`src/phy_mgmt_control_register_note_end.sv`:
```
// intentionally empty design file marker
`timescale 1ns/1ps
`default_nettype none
`default_nettype wire

```
`src/phy_mgmt_pkg.sv`:
```
// constants, field layouts and types shared by the management register block
package phy_mgmt_pkg;

    // ----------------------------------------------------------------
    // register map
    // ----------------------------------------------------------------
    localparam int         REG_W             = 16;
    localparam logic [4:0] REG_BASIC_CONTROL = 5'h00;
    localparam logic [4:0] REG_EVENT_STATUS  = 5'h01;

    // basic_control bit positions
    localparam int CTL_RESET     = 15;
    localparam int CTL_LOOPBACK  = 14;
    localparam int CTL_RATE_100  = 13;
    localparam int CTL_AN_EN     = 12;
    localparam int CTL_LOW_POWER = 11;
    localparam int CTL_ISOLATE   = 10;
    localparam int CTL_RESTART   = 9;
    localparam int CTL_DUPLEX    = 8;
    localparam int CTL_COL_TEST  = 7;

    // event_status bit positions
    localparam int EVT_FAULT     = 0;
    localparam int EVT_LINK      = 1;
    localparam int EVT_STATE_LSB = 2;
    localparam int STATE_W       = 3;

    // latch kinds
    localparam int latch_high_kind    = 0;
    localparam int latch_low_kind     = 1;
    localparam int latch_maximum_kind = 2;

    // ----------------------------------------------------------------
    // management frame
    // ----------------------------------------------------------------
    localparam logic [1:0] OP_READ   = 2'h2;
    localparam logic [1:0] OP_WRITE  = 2'h1;
    localparam logic [3:0] HDR_BITS  = 4'hc;
    localparam logic [3:0] TA_LAST   = 4'h1;
    localparam logic [3:0] DATA_LAST = 4'hf;
    localparam logic [4:0] ADDR_ZERO = 5'h00;

    // ----------------------------------------------------------------
    // timing
    // ----------------------------------------------------------------
    localparam int CLK_MHZ      = 200;
    localparam int SW_RESET_NS  = 1000;
    localparam int SW_RESET_CYC = (SW_RESET_NS * CLK_MHZ + 999) / 1000;
    localparam int STRAP_WAIT   = 3;

    // ----------------------------------------------------------------
    // types
    // ----------------------------------------------------------------
    typedef struct packed {
        logic reset;
        logic loopback;
        logic rate_100;
        logic an_en;
        logic low_power;
        logic isolate;
        logic an_restart;
        logic full_duplex;
        logic col_test;
    } ctrl_t;

    localparam ctrl_t CTRL_DEFAULT = '{reset: 1'b0, loopback: 1'b0, rate_100: 1'b1,
                                       an_en: 1'b1, low_power: 1'b0, isolate: 1'b0,
                                       an_restart: 1'b0, full_duplex: 1'b0,
                                       col_test: 1'b0};

    typedef struct packed {
        logic       mdc;
        logic       mdio;
        logic       sel;
        logic       rate_100;
        logic       an_en;
        logic       full_duplex;
        logic [4:0] phy_addr;
    } pins_t;

    typedef enum logic [3:0] {
        ST_IDLE = 4'h1,
        ST_HDR  = 4'h2,
        ST_TA   = 4'h4,
        ST_DATA = 4'h8
    } mgmt_state_t;

endpackage

```
`src/latch_track.sv`:
```
// one latching status field: high, low or maximum kind
`timescale 1ns/1ps
`default_nettype none
module latch_track #(
    parameter int           W    = 1,
    parameter int           KIND = 0,
    parameter logic [W-1:0] INIT = '0
) (
    // clock and reset
    input  wire logic         clk,
    input  wire logic         sys_rst,
    // control
    input  wire logic         reinit,
    input  wire logic         reload,
    // monitored value and held value
    input  wire logic [W-1:0] cur,
    output logic      [W-1:0] q
);
    logic [W-1:0] nxt_q;

    always_comb begin
        nxt_q = q;
        if (reinit) begin
            nxt_q = INIT;
        end else if (reload) begin
            // whole group reloads at once so no bit mixes two moments
            nxt_q = cur;
        end else if (KIND == phy_mgmt_pkg::latch_high_kind) begin
            nxt_q = q | cur;
        end else if (KIND == phy_mgmt_pkg::latch_low_kind) begin
            nxt_q = q & cur;
        end else if (cur > q) begin
            nxt_q = cur;
        end
    end

    always_ff @(posedge clk or posedge sys_rst) begin
        if (sys_rst) begin
            q <= INIT;
        end else begin
            q <= nxt_q;
        end
    end
endmodule
`default_nettype wire

```
`src/phy_mgmt_control_register.sv`:
```
// management frame slave, basic control register and its effects
`timescale 1ns/1ps
`default_nettype none
module phy_mgmt_control_register #(
    parameter int SW_RESET_CYC = phy_mgmt_pkg::SW_RESET_CYC
) (
    // clock and reset
    input  wire logic       clk,
    input  wire logic       sys_rst,
    // management pins
    input  wire logic       mdc,
    input  wire logic       mdio_i,
    output logic            mdio_o,
    output logic            mdio_oe,
    // strap pins
    input  wire logic       hardware_strap_select_pin,
    input  wire logic       strap_rate_100,
    input  wire logic       strap_an_en,
    input  wire logic       strap_full_duplex,
    input  wire logic [4:0] phy_addr_strap,
    // monitored internal state
    input  wire logic       fault_event,
    input  wire logic       link_ok,
    input  wire logic [2:0] train_state,
    input  wire logic       an_started,
    // mac side transmit and line side receive
    input  wire logic       tx_en,
    input  wire logic [3:0] txd,
    input  wire logic       line_rx_dv,
    input  wire logic [3:0] line_rxd,
    input  wire logic       line_col,
    // mac side receive
    output logic            rx_dv,
    output logic [3:0]      rxd,
    output logic            col,
    // operating controls
    output logic            tp_tx_en,
    output logic            tp_rx_en,
    output logic            col_det_en,
    output logic            rate_100,
    output logic            an_enable,
    output logic            an_restart,
    output logic            full_duplex,
    output logic            low_power,
    output logic            isolate,
    output logic            loopback,
    output logic            machines_idle
);
    // ----------------------------------------------------------------
    // pin synchronisers
    // ----------------------------------------------------------------
    phy_mgmt_pkg::pins_t s1_ff, s2_ff, nxt_s1;
    logic mdc_d_ff, nxt_mdc_d, rise;

    always_comb begin
        nxt_s1    = {mdc, mdio_i, hardware_strap_select_pin, strap_rate_100,
                     strap_an_en, strap_full_duplex, phy_addr_strap};
        nxt_mdc_d = s2_ff.mdc;
        rise      = s2_ff.mdc & ~mdc_d_ff;
    end

    always_ff @(posedge clk or posedge sys_rst) begin
        if (sys_rst) begin
            s1_ff    <= '0;
            s2_ff    <= '0;
            mdc_d_ff <= 1'b0;
        end else begin
            s1_ff    <= nxt_s1;
            s2_ff    <= s1_ff;
            mdc_d_ff <= nxt_mdc_d;
        end
    end

    // ----------------------------------------------------------------
    // management frame engine
    // ----------------------------------------------------------------
    phy_mgmt_pkg::mgmt_state_t st_ff, nxt_st;
    phy_mgmt_pkg::ctrl_t       ctrl_ff, nxt_ctrl;
    logic [1:0]  pre_ff, nxt_pre;
    logic [11:0] hdr_ff, nxt_hdr;
    logic [3:0]  cnt_ff, nxt_cnt;
    logic [15:0] sh_ff, nxt_sh, rd_word;
    logic        mdio_o_ff, nxt_mdio_o, mdio_oe_ff, nxt_mdio_oe;
    logic        busy, hit, evt_reload, wr_stb;
    logic [15:0] wr_word;
    logic [4:0]  addr_ff;
    logic        fault_q, link_q;
    logic [2:0]  state_q;

    assign busy = ctrl_ff.reset;
    assign hit  = (hdr_ff[9:5] == addr_ff);

    always_comb begin
        rd_word = 16'h0000;
        if (hdr_ff[4:0] == phy_mgmt_pkg::REG_BASIC_CONTROL) begin
            rd_word[15:7] = ctrl_ff;
        end else if (hdr_ff[4:0] == phy_mgmt_pkg::REG_EVENT_STATUS) begin
            rd_word[phy_mgmt_pkg::EVT_FAULT] = fault_q;
            rd_word[phy_mgmt_pkg::EVT_LINK]  = link_q;
            rd_word[phy_mgmt_pkg::EVT_STATE_LSB +: phy_mgmt_pkg::STATE_W] = state_q;
        end
    end

    always_comb begin
        nxt_st      = st_ff;
        nxt_pre     = pre_ff;
        nxt_hdr     = hdr_ff;
        nxt_cnt     = cnt_ff;
        nxt_sh      = sh_ff;
        nxt_mdio_o  = mdio_o_ff;
        nxt_mdio_oe = mdio_oe_ff;
        evt_reload  = 1'b0;
        wr_stb      = 1'b0;
        wr_word     = {sh_ff[14:0], s2_ff.mdio};
        if (busy) begin
            // accesses during soft reset are dropped whole
            nxt_st      = phy_mgmt_pkg::ST_IDLE;
            nxt_pre     = 2'h0;
            nxt_mdio_oe = 1'b0;
        end else if (rise) begin
            case (st_ff)
                phy_mgmt_pkg::ST_IDLE: begin
                    nxt_pre = {pre_ff[0], s2_ff.mdio};
                    nxt_cnt = 4'h0;
                    if ({pre_ff, s2_ff.mdio} == 3'h5) begin
                        nxt_st = phy_mgmt_pkg::ST_HDR;
                    end
                end
                phy_mgmt_pkg::ST_HDR: begin
                    nxt_hdr = {hdr_ff[10:0], s2_ff.mdio};
                    nxt_cnt = cnt_ff + 4'h1;
                    if (nxt_cnt == phy_mgmt_pkg::HDR_BITS) begin
                        nxt_st  = phy_mgmt_pkg::ST_TA;
                        nxt_cnt = 4'h0;
                    end
                end
                phy_mgmt_pkg::ST_TA: begin
                    nxt_cnt = cnt_ff + 4'h1;
                    if (hdr_ff[11:10] == phy_mgmt_pkg::OP_READ && hit) begin
                        if (cnt_ff == 4'h0) begin
                            nxt_mdio_oe = 1'b1;
                            nxt_mdio_o  = 1'b0;
                            nxt_sh      = rd_word;
                            evt_reload  = (hdr_ff[4:0] == phy_mgmt_pkg::REG_EVENT_STATUS);
                        end else begin
                            nxt_mdio_o = sh_ff[15];
                            nxt_sh     = {sh_ff[14:0], 1'b0};
                        end
                    end
                    if (cnt_ff == phy_mgmt_pkg::TA_LAST) begin
                        nxt_st  = phy_mgmt_pkg::ST_DATA;
                        nxt_cnt = 4'h0;
                    end
                end
                phy_mgmt_pkg::ST_DATA: begin
                    nxt_cnt = cnt_ff + 4'h1;
                    if (mdio_oe_ff) begin
                        nxt_mdio_o = sh_ff[15];
                        nxt_sh     = {sh_ff[14:0], 1'b0};
                    end else begin
                        nxt_sh = wr_word;
                    end
                    if (cnt_ff == phy_mgmt_pkg::DATA_LAST) begin
                        nxt_st      = phy_mgmt_pkg::ST_IDLE;
                        nxt_pre     = 2'h0;
                        nxt_mdio_oe = 1'b0;
                        wr_stb      = (hdr_ff[11:10] == phy_mgmt_pkg::OP_WRITE) && hit;
                    end
                end
                default: begin
                    nxt_st = phy_mgmt_pkg::ST_IDLE;
                end
            endcase
        end
    end

    always_ff @(posedge clk or posedge sys_rst) begin
        if (sys_rst) begin
            st_ff      <= phy_mgmt_pkg::ST_IDLE;
            pre_ff     <= 2'h0;
            hdr_ff     <= 12'h000;
            cnt_ff     <= 4'h0;
            sh_ff      <= 16'h0000;
            mdio_o_ff  <= 1'b0;
            mdio_oe_ff <= 1'b0;
        end else begin
            st_ff      <= nxt_st;
            pre_ff     <= nxt_pre;
            hdr_ff     <= nxt_hdr;
            cnt_ff     <= nxt_cnt;
            sh_ff      <= nxt_sh;
            mdio_o_ff  <= nxt_mdio_o;
            mdio_oe_ff <= nxt_mdio_oe;
        end
    end

    // ----------------------------------------------------------------
    // control register, soft reset and strap capture
    // ----------------------------------------------------------------
    logic [15:0] sw_cnt_ff, nxt_sw_cnt;
    logic [1:0]  strap_cnt_ff, nxt_strap_cnt;
    logic [4:0]  nxt_addr;
    logic        lp_d_ff, nxt_lp_d, reinit, hw_mode;

    assign hw_mode = ~s2_ff.sel;
    assign reinit  = busy | (ctrl_ff.low_power & ~lp_d_ff);

    always_comb begin
        nxt_ctrl      = ctrl_ff;
        nxt_sw_cnt    = sw_cnt_ff;
        nxt_strap_cnt = strap_cnt_ff;
        nxt_addr      = addr_ff;
        nxt_lp_d      = ctrl_ff.low_power;
        // strap is caught after release, once the synchroniser has filled
        if (strap_cnt_ff != 2'(phy_mgmt_pkg::STRAP_WAIT)) begin
            nxt_strap_cnt = strap_cnt_ff + 2'h1;
            nxt_addr      = s2_ff.phy_addr;
            nxt_ctrl.isolate = (s2_ff.phy_addr == phy_mgmt_pkg::ADDR_ZERO);
        end
        if (an_started) begin
            nxt_ctrl.an_restart = 1'b0;
        end
        if (busy) begin
            nxt_ctrl         = phy_mgmt_pkg::CTRL_DEFAULT;
            nxt_ctrl.isolate = (addr_ff == phy_mgmt_pkg::ADDR_ZERO);
            nxt_ctrl.reset   = 1'b1;
            nxt_sw_cnt       = sw_cnt_ff - 16'h0001;
            if (sw_cnt_ff == 16'h0001) begin
                nxt_ctrl.reset = 1'b0;
            end
        end else if (wr_stb && hdr_ff[4:0] == phy_mgmt_pkg::REG_BASIC_CONTROL) begin
            // reserved bits 6 to 0 are not stored
            nxt_ctrl = wr_word[15:7];
            nxt_ctrl.an_restart = wr_word[phy_mgmt_pkg::CTL_RESTART]
                                  & (hw_mode ? s2_ff.an_en : ctrl_ff.an_en);
            if (wr_word[phy_mgmt_pkg::CTL_RESET]) begin
                nxt_sw_cnt = 16'(SW_RESET_CYC);
            end
        end
    end

    always_ff @(posedge clk or posedge sys_rst) begin
        if (sys_rst) begin
            ctrl_ff      <= phy_mgmt_pkg::CTRL_DEFAULT;
            sw_cnt_ff    <= 16'h0000;
            strap_cnt_ff <= 2'h0;
            addr_ff      <= 5'h00;
            lp_d_ff      <= 1'b0;
        end else begin
            ctrl_ff      <= nxt_ctrl;
            sw_cnt_ff    <= nxt_sw_cnt;
            strap_cnt_ff <= nxt_strap_cnt;
            addr_ff      <= nxt_addr;
            lp_d_ff      <= nxt_lp_d;
        end
    end

    // ----------------------------------------------------------------
    // latching status fields
    // ----------------------------------------------------------------
    latch_track #(.W(1), .KIND(phy_mgmt_pkg::latch_high_kind), .INIT(1'b0)) u_fault (
        .clk     (clk),
        .sys_rst (sys_rst),
        .reinit  (reinit),
        .reload  (evt_reload),
        .cur     (fault_event),
        .q       (fault_q)
    );

    latch_track #(.W(1), .KIND(phy_mgmt_pkg::latch_low_kind), .INIT(1'b0)) u_link (
        .clk     (clk),
        .sys_rst (sys_rst),
        .reinit  (reinit),
        .reload  (evt_reload),
        .cur     (link_ok),
        .q       (link_q)
    );

    latch_track #(.W(3), .KIND(phy_mgmt_pkg::latch_maximum_kind), .INIT(3'h0)) u_state (
        .clk     (clk),
        .sys_rst (sys_rst),
        .reinit  (reinit),
        .reload  (evt_reload),
        .cur     (train_state),
        .q       (state_q)
    );

    // ----------------------------------------------------------------
    // operating controls and loopback data path
    // ----------------------------------------------------------------
    logic [19:0] out_ff, nxt_out;
    logic        lb, cdet, quiet;

    always_comb begin
        lb    = ctrl_ff.loopback;
        cdet  = ~lb | ctrl_ff.col_test;
        quiet = ctrl_ff.isolate | ctrl_ff.low_power | busy;
        nxt_out[0]  = ~lb & ~ctrl_ff.low_power;
        nxt_out[1]  = ~lb & ~ctrl_ff.low_power;
        nxt_out[2]  = cdet;
        nxt_out[3]  = hw_mode ? s2_ff.rate_100 : ctrl_ff.rate_100;
        nxt_out[4]  = hw_mode ? s2_ff.an_en : ctrl_ff.an_en;
        nxt_out[5]  = ctrl_ff.an_restart;
        nxt_out[6]  = hw_mode ? s2_ff.full_duplex : ctrl_ff.full_duplex;
        nxt_out[7]  = ctrl_ff.low_power;
        nxt_out[8]  = ctrl_ff.isolate;
        nxt_out[9]  = lb;
        nxt_out[10] = busy;
        // one cycle of delay is far below 512 bit times at either rate
        nxt_out[11] = ~quiet & (lb ? tx_en : line_rx_dv);
        nxt_out[15:12] = quiet ? 4'h0 : (lb ? txd : line_rxd);
        nxt_out[16] = ~quiet & cdet & (lb ? tx_en : line_col);
        nxt_out[17] = mdio_o_ff;
        nxt_out[18] = mdio_oe_ff;
        nxt_out[19] = 1'b0;
    end

    always_ff @(posedge clk or posedge sys_rst) begin
        if (sys_rst) begin
            out_ff <= 20'h0_0000;
        end else begin
            out_ff <= nxt_out;
        end
    end

    assign tp_tx_en      = out_ff[0];
    assign tp_rx_en      = out_ff[1];
    assign col_det_en    = out_ff[2];
    assign rate_100      = out_ff[3];
    assign an_enable     = out_ff[4];
    assign an_restart    = out_ff[5];
    assign full_duplex   = out_ff[6];
    assign low_power     = out_ff[7];
    assign isolate       = out_ff[8];
    assign loopback      = out_ff[9];
    assign machines_idle = out_ff[10];
    assign rx_dv         = out_ff[11];
    assign rxd           = out_ff[15:12];
    assign col           = out_ff[16];
    assign mdio_o        = mdio_o_ff;
    assign mdio_oe       = mdio_oe_ff;
endmodule
`default_nettype wire

```
`config.mk`:
```
export PLATFORM = sky130hd
export DESIGN_NAME = phy_mgmt_control_register
export DESIGN_NICKNAME = d
export VERILOG_FILES = /design/src/phy_mgmt_control_register_note_end.sv /design/src/phy_mgmt_pkg.sv /design/src/latch_track.sv /design/src/phy_mgmt_control_register.sv
export SDC_FILE = /design/constraint.sdc
export NUM_CORES = 1
export LEC_CHECK = 0
export ABC_AREA = 1
export BUFFER_PORTS_ARGS = -buffer_cell sky130_fd_sc_hd__buf_2
export CELL_PAD_IN_SITES_DETAIL_PLACEMENT = 1
export CELL_PAD_IN_SITES_GLOBAL_PLACEMENT = 1
export CORE_MARGIN = 1.5
export CORE_UTILIZATION = 45
export CTS_CLUSTER_SIZE = 40
export DETAILED_ROUTE_END_ITERATION = 10
export PLACE_DENSITY = 0.8
export REMOVE_ABC_BUFFERS = 1
export SLEW_MARGIN = 20
export SYNTH_ARGS = -nofsm -noshare
export SYNTH_HDL_FRONTEND = slang
export SYNTH_SLANG_ARGS = --single-unit
```
`constraint.sdc`:
```
create_clock -name clk -period 9.84 [get_ports clk]
set_input_delay 1.476 -clock clk [delete_from_list [all_inputs] [get_ports clk]]
set_output_delay 1.476 -clock clk [all_outputs]
set_load 0.02 [all_outputs]
```
==> impl.org, run 1 <==
** Timing
- Endpoints failing setup :: 0
- Post-route worst hold slack :: 345.0 ps
- The count of final hold-check violations came to 0.
- Top achievable clock speed :: 0.3171 GHz
- The final max-slew violation count is 0.
- Adding up every negative setup slack in the final design gives 0 ps.
- For the final database, setup skew stands at 8.329 ps.
- Minimum period implied by the final worst setup slack :: 3154 ps
- Slew at the pin with the worst max-slew slack :: 981.4 ps
- The worst pin sits at a relative slew slack of 34.57%.
- Setup repair after global routing missed its margin :: false
- Dividing the final minimum period by the clock period gives 32.05%.

** Route
- Routed wire length per instance :: 16.89 um
- After detailed routing, the wire length on met1 is 5621 um.
- The routed layout has 4,356 vias.
- In the routed layout, each cell is associated on average with a via count of 5.384.
- Number of design-rule violations left by the first detailed-router iteration :: 198
- ANT nets after route :: 0
- Routed met2 length :: 7115 um
- In the routed design, unresolved DRC markers number 0.
- Met3 Wirelength :: 579 um
- After detailed routing, no signal wire sits above met4.
- Before antenna repair, the detailed router went through 4 iterations.
- Total Routed Length :: 13,670 um

** Final layout
- Fill cell total of the finished layout :: 1,346
- For this run, the post-layout net count is 692.
- Leading cell types in the layout, fill and taps excluded :: sky130_fd_sc_hd__nand2_1 (149), sky130_fd_sc_hd__dfrtp_1 (113), sky130_fd_sc_hd__inv_1 (69), sky130_fd_sc_hd__nand3_1 (56), sky130_fd_sc_hd__nor2_1 (50)
- Area growth from synthesis to final layout :: 19.46%
- Most common cell after layout, fill and taps aside :: sky130_fd_sc_hd__nand2_1
- Number of antenna cells inserted :: 0
- Fraction of layout instances using a drive strength above 1 :: 15.47%

** Worst setup path
- In this run the worst path has a maximum fanout of 21.
- The setup path with the least slack is of type reg2reg.
- Type of origin of the critical path :: flip-flop
- RR Endpoint :: busy$_DFF_PP0_
- Endpoint arrival time on the critical path :: 3470 ps
- Category of cells accounting for the largest share of critical-path delay :: simple AND/OR/NAND/NOR gates
- On the worst path, the slowest cell contributes a delay of 810 ps.
- Setup crit end kind :: flip-flop
- The slowest stage of the critical path belongs to the cell sky130_fd_sc_hd__nor2_2.
- Number of cells on the worst reg-to-reg path :: 7
- Required time of the critical path :: 10,160 ps
- Reg2reg start :: busy$_DFF_PP0_
- Traced cell by cell, the critical path runs through nor2_2 > nand3_1 > nor2_1 > nand2_1 > nor2_2 > nor2_1 > a21oi_1.
- The critical path contains buffers and inverters numbering 0 combined.
- The worst register-to-register path has a setup slack of 6690 ps.

** Place
- The wire-length estimate of the detail-placed layout is 8897 um.
- The congestion estimate from routability-driven global placement came to 0.8018.
- Count of buffers inserted at the top-level ports :: 48

** Floorplan
- The die is 110.3 um tall.
- Placeable core region :: 11,320 um^2
- The die is 110.3 um wide.
- The floorplan has 39 rows.
- Area of the die :: 12,170 um^2
- For this configuration, the core starts out at a cell density of 45.77%.
- Pin placement for this block handled 49 I/O pins.

** Clock network
- The number of setup buffers added after CTS is 0.
- CTS sink count :: 116
- The tree is rooted in a sky130_fd_sc_hd__clkbuf_16.
- After clock tree synthesis, the clock-pin slew on the worst setup and hold paths is 50 ps.
- Hold-fix buffers at CTS :: 0
- Clock latency on the worst-skew pair :: 410 ps
- The number of clock buffers added by TritonCTS is 17.
- Maximum root-to-sink buffer count :: 2
- Post-cts resize count :: 0
- In this run the number of H-tree levels came out at 4.
- CTS tree :: done

** Yosys
- Dominant synthesized flop cell :: sky130_fd_sc_hd__dfrtp_1
- Ys async rst share :: 100.0%
- Number of cells produced by synthesis :: 599
- Yosys mapped a number of flops with a built-in enable equal to 0.
- Post-synthesis sequential element count :: 116
- The cell area that synthesis handed to floorplanning was 5181 um^2.
- Avg Cell Area, Syn :: 8.650 um^2
- Of the synthesized area, sequential elements account for 56.10%.
- The synthesized netlist contains 36 unique library cells.
- Yosys warning total :: 0

** Worst hold path
- Hold Startpoint :: s1_ff[9]$_DFF_PP0_
- For hold timing, the worst endpoint is s2_ff[9]$_DFF_PP0_.
- The worst hold path was traced through 0 stages.
- The tightest min-delay check is of the reg2reg type.

** Global routing
- The initial antenna violation count came to 0.
- GRT Overall Usage :: 24.51%
- The via count of the first global-routing pass came to 4,686.
- The first global-routing pass estimated 22,360 um of wire.
- Grt ovf :: 0
- Entering global routing, the biggest net connects 76 pins.

** Flow run
- Across the run, the number of max-cap violations was 0.

** Power and ir drop
- VDD sags by at most 0.1389 mV.
- Leakage power :: 3.156 nW
- In this run the power density over the cells is 248.8 nW/um^2.

** Run status
- The run finished with clean final reports.
==> final cells by class <==
type / count / area, um^2 / share of cell area (%)
timing repair buffer: 50 / 255.2 / 4.124
tap: 143 / 178.9 / 2.891
multi-input combinational: 395 / 1917 / 30.97
sequential: 116 / 2907 / 46.96
clock buffer: 21 / 450.4 / 7.277
clock inverter: 11 / 205.2 / 3.315
inverter: 73 / 276.5 / 4.467
==> flip-flops by register name, indices dropped and copies added, names as in the netlist, 4 cells and up <==
signal	flops
s1_ff	11
out_ff	16
sh_ff	16
sw_cnt_ff	16
cnt_ff	4
st_ff	4
ctrl_ff	6
s2_ff	10
hdr_ff	12
addr_ff	5
==> report_power, final <==
part	total, mW	switching (mW)	internal [mW]	leakage (nW)
logic	0.278	0.196	0.0816	1.35
registers	0.569	0.0398	0.529	1.48
clock network	0.693	0.214	0.479	0.325
total	1.54	0.450	1.09	3.16
==> stage by stage <==
stage / instance area [um^2] / std cells / power (mW) / utilization, % / setup slack, ps
after floorplan: 5095 / 584 / 0.7527 / - / 5297
after global placement: 5532 / 777 / 0.8289 / 48.86 / 6896
after detailed placement: 5532 / 777 / 0.8481 / 48.86 / 6771
after CTS: 6187 / 809 / 1.551 / 54.65 / 6669
after global routing: 6190 / 809 / 1.613 / 54.68 / 6405
final: 6190 / 809 / 1.540 / 54.68 / 6686
==> cell families (layout without fill, tap and decap cells) <==
family          Yosys count  after routing  share of synthesized area [%]
simple gates            293            293                          24.87
xor+xnor                  4              4                         0.6763
fa+ha+maj                 9              9                          2.173
compound gates           89             89                          9.225
flops                   116            116                          56.10
buf+inv                  88            155                          6.955
==> Yosys cell counts (3+ instances only) <==
cell | n | area share (%)
sky130_fd_sc_hd__nand2_1 | 149 | 11
sky130_fd_sc_hd__dfrtp_1 | 113 | 55
sky130_fd_sc_hd__inv_1 | 70 | 5.1
sky130_fd_sc_hd__nand3_1 | 56 | 5.4
sky130_fd_sc_hd__nor2_1 | 51 | 3.7
sky130_fd_sc_hd__o21ai_0 | 45 | 4.3
sky130_fd_sc_hd__a21oi_1 | 18 | 1.7
sky130_fd_sc_hd__nand4_1 | 12 | 1.4
sky130_fd_sc_hd__o22ai_1 | 11 | 1.3
sky130_fd_sc_hd__buf_2 | 9 | 0.87
sky130_fd_sc_hd__ha_1 | 9 | 2.2
sky130_fd_sc_hd__o21ai_1 | 9 | 0.87
sky130_fd_sc_hd__nor2_2 | 5 | 0.60
sky130_fd_sc_hd__nor3_1 | 5 | 0.48
sky130_fd_sc_hd__or2_2 | 4 | 0.48
sky130_fd_sc_hd__buf_4 | 3 | 0.43
sky130_fd_sc_hd__dfstp_2 | 3 | 1.5
sky130_fd_sc_hd__nand3b_1 | 3 | 0.43
sky130_fd_sc_hd__xnor2_1 | 3 | 0.51
==> metal layers <==
layer  up-vias  GRT usage [%]
met5         -              0
met4         0          9.890
met3        30          6.820
met2       113          43.34
met1      2172          27.90
li1       2041              -
==> worst max-delay path by stage <==
stage / to / slack [ps] / depth (start not counted) / start
2_1_floorplan: addr_ff[0]$_DFFE_PP0P_ / 5300 / 1 / sys_rst
4_1_cts: busy$_DFF_PP0_ / 6670 / 7 / busy$_DFF_PP0_
3_5_place_dp: sw_cnt_ff[13]$_DFFE_PP0P_ / 6770 / 8 / busy$_DFF_PP0_
3_3_place_gp: out_ff[3]$_DFF_PP0_ / 6900 / 3 / sys_rst
5_1_grt: busy$_DFF_PP0_ / 6400 / 7 / busy$_DFF_PP0_
6_report: busy$_DFF_PP0_ / 6690 / 7 / busy$_DFF_PP0_
Note: power is estimated with default switching activity, not from simulation.
==> inputs of run 2 (changes only) <==
--- a/config.mk
+++ b/config.mk
@@ -5,15 +5,15 @@
 export SDC_FILE = /design/constraint.sdc
 export NUM_CORES = 1
 export LEC_CHECK = 0
-export ABC_AREA = 1
+export ABC_AREA = 0
 export BUFFER_PORTS_ARGS = -buffer_cell sky130_fd_sc_hd__buf_2
 export CELL_PAD_IN_SITES_DETAIL_PLACEMENT = 1
 export CELL_PAD_IN_SITES_GLOBAL_PLACEMENT = 1
 export CORE_MARGIN = 1.5
-export CORE_UTILIZATION = 45
+export CORE_UTILIZATION = 43
 export CTS_CLUSTER_SIZE = 40
 export DETAILED_ROUTE_END_ITERATION = 10
-export PLACE_DENSITY = 0.8
+export PLACE_DENSITY = 0.77
 export REMOVE_ABC_BUFFERS = 1
 export SLEW_MARGIN = 20
 export SYNTH_ARGS = -nofsm -noshare
==> constraint.sdc (replaced) <==
create_clock -name clk -period 2.8 [get_ports clk]
set_input_delay 0.42 -clock clk [delete_from_list [all_inputs] [get_ports clk]]
set_output_delay 0.42 -clock clk [all_outputs]
set_load 0.02 [all_outputs]
==> impl.org, run 2 <==
** Timing
- Final number of hold-violating endpoints :: 0 (unchanged)
- Minimum period implied by the final worst setup slack :: 2326 ps (was 3154 ps)
- Setup repair after global routing missed its margin :: false (unchanged)
- Setup WS post-layout :: 473.7 ps (was 6686 ps)
- Endpoints failing setup :: 0 (unchanged)
- Worst clock skew :: 8.327 ps (was 8.329 ps)
- The remaining max-slew budget at the tightest pin was 41.36% (was 34.57%).
- Slew at the pin with the worst max-slew slack :: 867.3 ps (was 981.4 ps)
- Top achievable clock speed :: 0.4299 GHz (was 0.3171 GHz)
- Fin crit share :: 83.08% (was 32.05%)
- Post-route worst hold slack :: 24.88 ps (was 345.0 ps)
- The final max-slew violation count is 0 (unchanged).
- Sum of negative setup slack :: 0 ps (unchanged)

** Power and ir drop
- The fraction of power spent switching nets is 29.91% (was 29.22%).
- The peak supply drop came to 0.6897 mV (was 0.1389 mV).
- The portion of total power attributed to combinational logic was 18.8% (was 18.1%).
- The switching power was 1.597 mW (was 0.4500 mW).
- Power density over cell area :: 874.4 nW/um^2 (was 248.8 nW/um^2)
- The leakage component of the power came to 2.770 nW (was 3.156 nW).
- Relative contribution of sequential cells to total power :: 39.5% (was 37.0%)
- Clock share of power :: 41.8% (was 45.0%)
- Power Internal :: 3.741 mW (was 1.090 mW)

** Route
- The detailed-router iteration count before antenna repair came to 4 (unchanged).
- The total detailed-routing wirelength is 11,690 um (was 13,670 um).
- The total number of vias is 3,616 (was 4,356).
- The routed length per instance came to 17.87 um (was 16.89 um).
- Number of design-rule violations left by the first detailed-router iteration :: 195 (was 198)
- The total DRC errors in the routed layout came to 0 (unchanged).
- Detailed-route vias per instance :: 5.529 (was 5.384)
- The final antenna-violating net count was 0 (unchanged).

** Yosys
- Netlist cell types :: 62 (was 36)
- Dominant synthesized flop cell :: sky130_fd_sc_hd__dfrtp_1 (unchanged)
- Cell taking the most area after synthesis :: sky130_fd_sc_hd__dfrtp_1 (unchanged)
- Count of flip-flops with a built-in enable after synthesis :: 0 (unchanged)
- Top cells by count, synth :: sky130_fd_sc_hd__dfrtp_1 (113), sky130_fd_sc_hd__nor2_1 (36), sky130_fd_sc_hd__nand2_1 (32) (was sky130_fd_sc_hd__nand2_1 (149), sky130_fd_sc_hd__dfrtp_1 (113), sky130_fd_sc_hd__inv_1 (70))
- Ys async rst share :: 100.0% (unchanged)
- Sequential cell area fraction in the yosys report :: 57.33% (was 56.10%)
- Number of cells produced by synthesis :: 436 (was 599)
- The average size of a mapped cell came to 11.63 um^2 (was 8.650 um^2).
- The most instantiated library cell after synthesis is sky130_fd_sc_hd__dfrtp_1 (was sky130_fd_sc_hd__nand2_1).
- Top area cells in the synthesized netlist: sky130_fd_sc_hd__dfrtp_1 (56%), sky130_fd_sc_hd__mux2_2 (4.7%), sky130_fd_sc_hd__a21oi_1 (2.7%) (was sky130_fd_sc_hd__dfrtp_1 (55%), sky130_fd_sc_hd__nand2_1 (11%), sky130_fd_sc_hd__nand3_1 (5.4%)).
- Cell Area, Synth :: 5070 um^2 (was 5181 um^2)
- The register bit count reported by yosys was 116 (unchanged).
- The share of Yosys cell area claimed by the top area cell type is 55.77% (was 54.58%).
- Yosys warning total :: 0 (unchanged)

** Final layout
- The synthesis-to-layout area growth was 20.41% (was 19.46%).
- Fraction of layout instances using a drive strength above 1 :: 27.98% (was 15.47%)
- Leading cell types in the layout, fill and taps excluded: sky130_fd_sc_hd__dfrtp_1 (113), sky130_fd_sc_hd__buf_2 (48), sky130_fd_sc_hd__nor2_1 (36), sky130_fd_sc_hd__nand2_1 (32), sky130_fd_sc_hd__a21oi_1 (27) (was sky130_fd_sc_hd__nand2_1 (149), sky130_fd_sc_hd__dfrtp_1 (113), sky130_fd_sc_hd__inv_1 (69), sky130_fd_sc_hd__nand3_1 (56), sky130_fd_sc_hd__nor2_1 (50)).
- Most common cell after layout, fill and taps aside :: sky130_fd_sc_hd__dfrtp_1 (was sky130_fd_sc_hd__nand2_1)
- Regs by FF count: out_ff (16), sh_ff (16), sw_cnt_ff (16) (unchanged).
- Fill cell total of the finished layout :: 1,217 (was 1,346)
- The final net count was 537 (was 692).
- The number of antenna diodes was 0 (unchanged).

** Floorplan
- The die extent in y came to 111.6 um (was 110.3 um).
- The die area is 12,450 um^2 (was 12,170 um^2).
- The die boundary width was 111.6 um (was 110.3 um).
- The number of rows created at floorplan is 39 (unchanged).
- Ports placed on the boundary :: 49 (unchanged)
- The placeable core region came to 11,470 um^2 (was 11,320 um^2).
- The starting density of the core is 44.21% (was 45.77%).

** Place
- Count of buffers inserted at the top-level ports :: 48 (unchanged)
- Placer Congestion :: 0.8320 (was 0.8018)
- Post-placement worst setup slack :: 545.5 ps (was 6771 ps)
- HPWL Detailed :: 7652 um (was 8897 um)

** Worst setup path
- The start of the worst register-to-register path is st_ff[3]$_DFFE_PP0P_ (was busy$_DFF_PP0_).
- RR Endpoint :: st_ff[3]$_DFFE_PP0P_ (was busy$_DFF_PP0_)
- Number of cells on the worst reg-to-reg path :: 5 (was 7)
- The maximum fanout along the worst path came to 6 (was 21).
- The critical path class is reg2reg (unchanged).
- The kind of end point of the critical path is a flip-flop (unchanged).
- The arrival time at the worst endpoint was 2620 ps (was 3470 ps).
- Required time of the critical path :: 3100 ps (was 10,160 ps)
- Reg-to-reg slack, setup :: 470 ps (was 6690 ps)
- The startpoint class of the critical path was a flip-flop (unchanged).

** Clock network
- CTS tree :: done (unchanged)
- Total number of H-tree levels :: 4 (unchanged)
- CTS sink count :: 116 (unchanged)
- The number of buffers on the longest clock path came to 2 (unchanged).
- The post-CTS repair timing setup buffer count was 0 (unchanged).
- Post-cts resize count :: 0 (unchanged)
- Hold-fix buffers at CTS :: 0 (unchanged)
- Clk pin slew, worst setup/hold paths :: 50 ps (about the same)
- Clock latency on the worst-skew pair :: 420 ps (was 410 ps)
- Total clock buffers created by CTS :: 17 (unchanged)
- The clock root buffer was sky130_fd_sc_hd__clkbuf_16 (unchanged).

** Worst hold path
- The path class of the lowest-slack min-delay path is in2async (was reg2reg).

** Global routing
- Global-route wire length before repair :: 20,090 um (was 22,360 um)
- The initial antenna violation count came to 0 (unchanged).
- The via count of the first global-routing pass came to 3,890 (was 4,686).
- Grt ovf :: 0 (unchanged)
- The all-layer global routing usage came to 20.83% (was 24.51%).
- The largest net degree at the start of global routing came to 62 (was 76).

** Run status
- Outcome :: finished, final reports clean (unchanged)

** Flow run
- Max capacitance violation total :: 0 (unchanged)
-- run 2: cell types whose count changed in the layout (fill, tap and decap cells not counted), sizes merged, moves of 13 or more --
cell / previous run / this run
inv: 72 / 14
nand3: 57 / 15
nand2b: 0 / 13
nor2: 57 / 36
o21ai: 54 / 22
nand2: 152 / 33
a22oi: 0 / 14
mux2: 0 / 21
-- run 2: area by class of cell --
class	count	area, um^2	share of cell area, %
flip-flops and latches	116	2907	47.61
clock buffers	20	456.7	7.481
multi-input cells	289	2009	32.92
clock inverters	12	155.1	2.542
inverters	14	55.05	0.9018
well taps	143	178.9	2.931
repair buffers	60	342.8	5.616
-- run 2: stage by stage --
step | std cells | power, mW | instance area, um^2 | utilization (%)
final | 654 | 5.338 | 6105 | 53.24
after global routing | 654 | 5.595 | 6105 | 53.24
after CTS | 654 | 5.381 | 6105 | 53.24
after detailed placement | 622 | 3.108 | 5493 | 47.90
after global placement | 622 | 3.041 | 5493 | 47.90
after floorplan | 419 | 2.746 | 4969 | -
-- run 2: how the worst max path moves through the flow --
stage / startpoint / to / slack (ps)
final: st_ff[3]$_DFFE_PP0P_ / st_ff[3]$_DFFE_PP0P_ / 470
after global routing: st_ff[3]$_DFFE_PP0P_ / st_ff[3]$_DFFE_PP0P_ / 250
after CTS: st_ff[3]$_DFFE_PP0P_ / st_ff[3]$_DFFE_PP0P_ / 450
after detailed placement: st_ff[1]$_DFFE_PP0P_ / sw_cnt_ff[13]$_DFFE_PP0P_ / 550
after global placement: st_ff[1]$_DFFE_PP0P_ / sw_cnt_ff[13]$_DFFE_PP0P_ / 630
after floorplan: sys_rst / addr_ff[0]$_DFFE_PP0P_ / -690
-- run 2: cell families (layout without fill, tap and decap cells) --
kind of cell / after synthesis / after routing / synth area share, %
AOI/OAI and AO/OA: 91 / 91 / 12.64
xor gates and xnor gates: 7 / 7 / 1.209
adders and majority gates: 9 / 9 / 2.221
buffers and inverters: 31 / 106 / 3.036
muxes: 29 / 29 / 6.244
DFF: 116 / 116 / 57.33
and+or+nand+nor: 153 / 153 / 17.33
-- run 2: worst max-delay path, stage by stage, from the launching register on --
cell and delay [ps]:
sky130_fd_sc_hd__dfrtp_1 450, sky130_fd_sc_hd__nor4b_1 780, sky130_fd_sc_hd__a21oi_1 310, sky130_fd_sc_hd__o211ai_4 320, sky130_fd_sc_hd__mux2i_1 270, sky130_fd_sc_hd__nor2_1 70
-- run 2: layer usage --
layer	part of all wire (%)	GRT usage, %
met2	52	35.30
met5	0	0
met4	2.0	8.523
met3	3.3	5.117
met1	43	25.65
-- run 2: power by group through the flow --
stage	Clock [mW]	Sequential [mW]	Combinational, mW
floorplan	0	2.07	0.676
global placement	0	2.10	0.938
detailed placement	0	2.12	0.986
CTS	2.27	2.10	1.00
global route	2.34	2.14	1.12
finish	2.23	2.11	1.00
==> inputs of run 3 (changes only) <==
--- a/config.mk
+++ b/config.mk
@@ -5,15 +5,15 @@
 export SDC_FILE = /design/constraint.sdc
 export NUM_CORES = 1
 export LEC_CHECK = 0
-export ABC_AREA = 0
+export ABC_AREA = 1
 export BUFFER_PORTS_ARGS = -buffer_cell sky130_fd_sc_hd__buf_2
 export CELL_PAD_IN_SITES_DETAIL_PLACEMENT = 1
 export CELL_PAD_IN_SITES_GLOBAL_PLACEMENT = 1
 export CORE_MARGIN = 1.5
-export CORE_UTILIZATION = 43
+export CORE_UTILIZATION = 40
 export CTS_CLUSTER_SIZE = 40
 export DETAILED_ROUTE_END_ITERATION = 10
-export PLACE_DENSITY = 0.77
+export PLACE_DENSITY = 0.76
 export REMOVE_ABC_BUFFERS = 1
 export SLEW_MARGIN = 20
 export SYNTH_ARGS = -nofsm -noshare
==> constraint.sdc (replaced) <==
create_clock -name clk -period 2 [get_ports clk]
set_input_delay 0.3 -clock clk [delete_from_list [all_inputs] [get_ports clk]]
set_output_delay 0.3 -clock clk [all_outputs]
set_load 0.02 [all_outputs]
==> impl.org, run 3 (same netlist as run 1, synthesis figures left out) <==
** Power and ir drop
- IR drop worst, VDD :: 0.6236 mV (was 0.6897 mV)
- Leakage power :: 3.248 nW (was 2.770 nW)
- The total power per unit cell area is 1105 nW/um^2 (was 874.4 nW/um^2).
- The total power consumption of the routed design came to 7.061 mW (was 5.338 mW).

** Worst setup path
- The start of the worst register-to-register path is cnt_ff[0]$_DFFE_PP0P_ (was st_ff[3]$_DFFE_PP0P_).
- The capturing element of the worst setup path is ctrl_ff[0]$_DFFE_PP0P_ (was st_ff[3]$_DFFE_PP0P_).
- Number of cells on the worst reg-to-reg path :: 9 (was 5)
- The register-to-register path setup slack came to 130 ps (was 470 ps).
- The maximum fanout along the worst path was 10 (was 6).
- Setup crit end kind :: flip-flop (unchanged)
- The critical-path cell with the highest stage delay is sky130_fd_sc_hd__dfrtp_1 (was sky130_fd_sc_hd__nor4b_1).
- The critical path class was reg2reg (unchanged).
- CP startpoint :: cnt_ff[0]$_DFFE_PP0P_ (was st_ff[3]$_DFFE_PP0P_)
- The startpoint class of the critical path is a flip-flop (unchanged).
- Cell breakdown of the critical path :: ha_1 > nand3_1 > nor2_1 > nand3_1 > nor2_1 > nand2_1 > buf_4 > nand2_2 > o22ai_1 (was nor4b_1 > a21oi_1 > o211ai_4 > mux2i_1 > nor2_1)
- The required time at the worst-slack endpoint was 2290 ps (was 3100 ps).
- RR Endpoint :: ctrl_ff[0]$_DFFE_PP0P_ (was st_ff[3]$_DFFE_PP0P_)
- Endpoint arrival time on the critical path :: 2150 ps (was 2620 ps)
- Slowest Stage Delay on Critical Path :: 400 ps (was 780 ps)

** Final layout
- Number of antenna cells inserted :: 0 (unchanged)
- Most common cell after layout, fill and taps aside :: sky130_fd_sc_hd__nand2_1 (was sky130_fd_sc_hd__dfrtp_1)
- Post-route design area :: 6391 um^2 (was 6105 um^2)
- The synthesis-to-layout area growth is 23.35% (was 20.41%).
- The layout cell share with drive strength beyond 1 is 16.57% (was 27.98%).
- Leading cell types in the layout, fill and taps excluded :: sky130_fd_sc_hd__nand2_1 (149), sky130_fd_sc_hd__dfrtp_1 (113), sky130_fd_sc_hd__inv_1 (69), sky130_fd_sc_hd__nand3_1 (56), sky130_fd_sc_hd__nor2_1 (51) (was sky130_fd_sc_hd__dfrtp_1 (113), sky130_fd_sc_hd__buf_2 (48), sky130_fd_sc_hd__nor2_1 (36), sky130_fd_sc_hd__nand2_1 (32), sky130_fd_sc_hd__a21oi_1 (27))
- Regs by FF count :: out_ff (16), sh_ff (16), sw_cnt_ff (16) (unchanged)
- Fill cell total of the finished layout :: 1,546 (was 1,217)
- Core occupancy in the finished layout :: 50.64% (was 53.24%)
- The final net count came to 720 (was 537).

** Global routing
- Global-route wire length before repair :: 22,020 um (was 20,090 um)
- Vias in the first global route :: 4,542 (was 3,890)
- The largest net degree at the start of global routing was 47 (was 62).
- The all-layer global routing usage is 21.41% (was 20.83%).
- Initial antenna violation count :: 0 (unchanged)
- The overall overflow remaining after global route is 0 (unchanged).

** Timing
- Setup repair after global routing missed its margin: false (unchanged).
- The remaining max-slew budget at the tightest pin came to 69.14% (was 41.36%).
- The worst setup skew after layout is 10.43 ps (was 8.327 ps).
- The share of the clock period used by the worst path is 93.25% (was 83.08%).
- Slew at the pin with the worst max-slew slack :: 462.9 ps (was 867.3 ps)
- The shortest period the worst path allows came to 1865 ps (was 2326 ps).
- Final number of hold-violating endpoints :: 0 (unchanged)
- The timing-limited maximum frequency came to 0.5362 GHz (was 0.4299 GHz).
- The final setup violation count is 0 (unchanged).
- The final max-slew violation count was 0 (unchanged).
- The final worst-path setup slack came to 135.0 ps (was 473.7 ps).
- The setup TNS is 0 ps (unchanged).

** Place
- The number of I/O port buffers is 48 (unchanged).
- The placed instance area came to 5713 um^2 (was 5493 um^2).
- Post-placement worst setup slack :: 144.2 ps (was 545.5 ps)
- The estimated wirelength of the detail-placed design came to 9209 um (was 7652 um).
- The placer's final routability congestion estimate was 0.8598 (was 0.8320).

** Clock network
- The clock latency reported for the late side of the worst-skew pair came to 420 ps (about the same).
- Clk pin slew, worst setup/hold paths :: 50 ps (about the same)
- The number of buffers on the longest clock path is 2 (unchanged).
- CTS tree :: done (unchanged)
- The number of buffers created by CTS is 17 (unchanged).
- The clock root buffer is sky130_fd_sc_hd__clkbuf_16 (unchanged).
- The number of sinks on the clock net is 116 (unchanged).
- The H-tree level count is 4 (unchanged).

** Route
- The routed length per instance is 15.52 um (was 17.87 um).
- DRC Markers :: 0 (unchanged)
- The first-iteration detailed-routing DRC count was 191 (was 195).
- Total Routed Length :: 13,440 um (was 11,690 um)
- Detailed-router iteration count before antenna repair :: 4 (unchanged)
- Detailed-route vias per instance :: 5.046 (was 5.529)
- ANT nets after route :: 0 (unchanged)
- The total number of vias was 4,370 (was 3,616).

** Floorplan
- The die extent in y came to 116.8 um (was 111.6 um).
- The die boundary width is 116.8 um (was 111.6 um).
- The starting density of the core was 41.06% (was 44.21%).
- Area of the die :: 13,640 um^2 (was 12,450 um^2)
- Placeable core region :: 12,620 um^2 (was 11,470 um^2)
- The number of rows created at floorplan was 41 (was 39).
- Ports placed on the boundary :: 49 (unchanged)

** Flow run
- Max capacitance violation total :: 0 (unchanged)

** Worst hold path
- Worst hold path type :: in2reg (was in2async)
- Counting instances, the worst hold path has a depth of 3.

** Run status
- Outcome: finished, final reports clean (unchanged).
run 3: how the worst min path moves through the flow:
stage | from | end | slack [ps]
after floorplan | s1_ff[10]$_DFF_PP0_ | nxt_mdc_d$_DFF_PP0_ | 330
after global placement | s1_ff[2]$_DFF_PP0_ | s2_ff[2]$_DFF_PP0_ | 330
after detailed placement | s1_ff[8]$_DFF_PP0_ | s2_ff[8]$_DFF_PP0_ | 340
after CTS | link_ok | u_link.q$_DFF_PP0_ | 90
after global routing | link_ok | u_link.q$_DFF_PP0_ | 100
final | link_ok | u_link.q$_DFF_PP0_ | 100
run 3: layout make-up:
class	count	area [um^2]	area share [%]
clock buffers	27	503.0	7.870
clock inverters	5	50.05	0.7831
inverters	73	276.5	4.327
multi-input cells	395	1919	30.03
flip-flops and latches	116	2907	45.48
well taps	172	215.2	3.367
repair buffers	78	520.5	8.144
run 3: timing repair:
action                                  in CTS  in global routing
endpoints found under the hold margin       43                  0
endpoints found under the setup margin       0                 10
gates resized for setup                      0                  1
hold buffers                                12                  0
setup buffers                                0                  0
run 3: where the power goes:
group / internal (mW) / switching [mW]
Clock: 1.83 / 1.01
Sequential: 2.60 / 0.193
Combinational: 0.491 / 0.936
run 3: critical path: cells and delay by family (launching register included):
kind | cells | cell delay (ps)
AO/OA/AOI/OAI | 1 | 100
adder cells (fa/ha/maj) | 1 | 230
buffers and inverters | 1 | 210
flip-flops | 1 | 400
AND/OR/NAND/NOR | 6 | 780
run 3: metrics by stage:
stage / hold WS [ps] / cells
5_1_grt: 96.35 / 866
2_1_floorplan: 331.2 / 584
4_1_cts: 91.29 / 866
6_report: 101.5 / 866
3_5_place_dp: 337.0 / 822
3_3_place_gp: 331.3 / 822
run 3: routing by layer:
layer	vias to the layer above	routed length (um)	part of all wire, %	GRT usage (%)
li1	2107	-	-	-
met1	2174	5793	43	25.36
met2	72	7034	52	37.43
met3	17	415	3.1	6.179
met4	0	198	1.5	7.390
met5	-	0	0	0
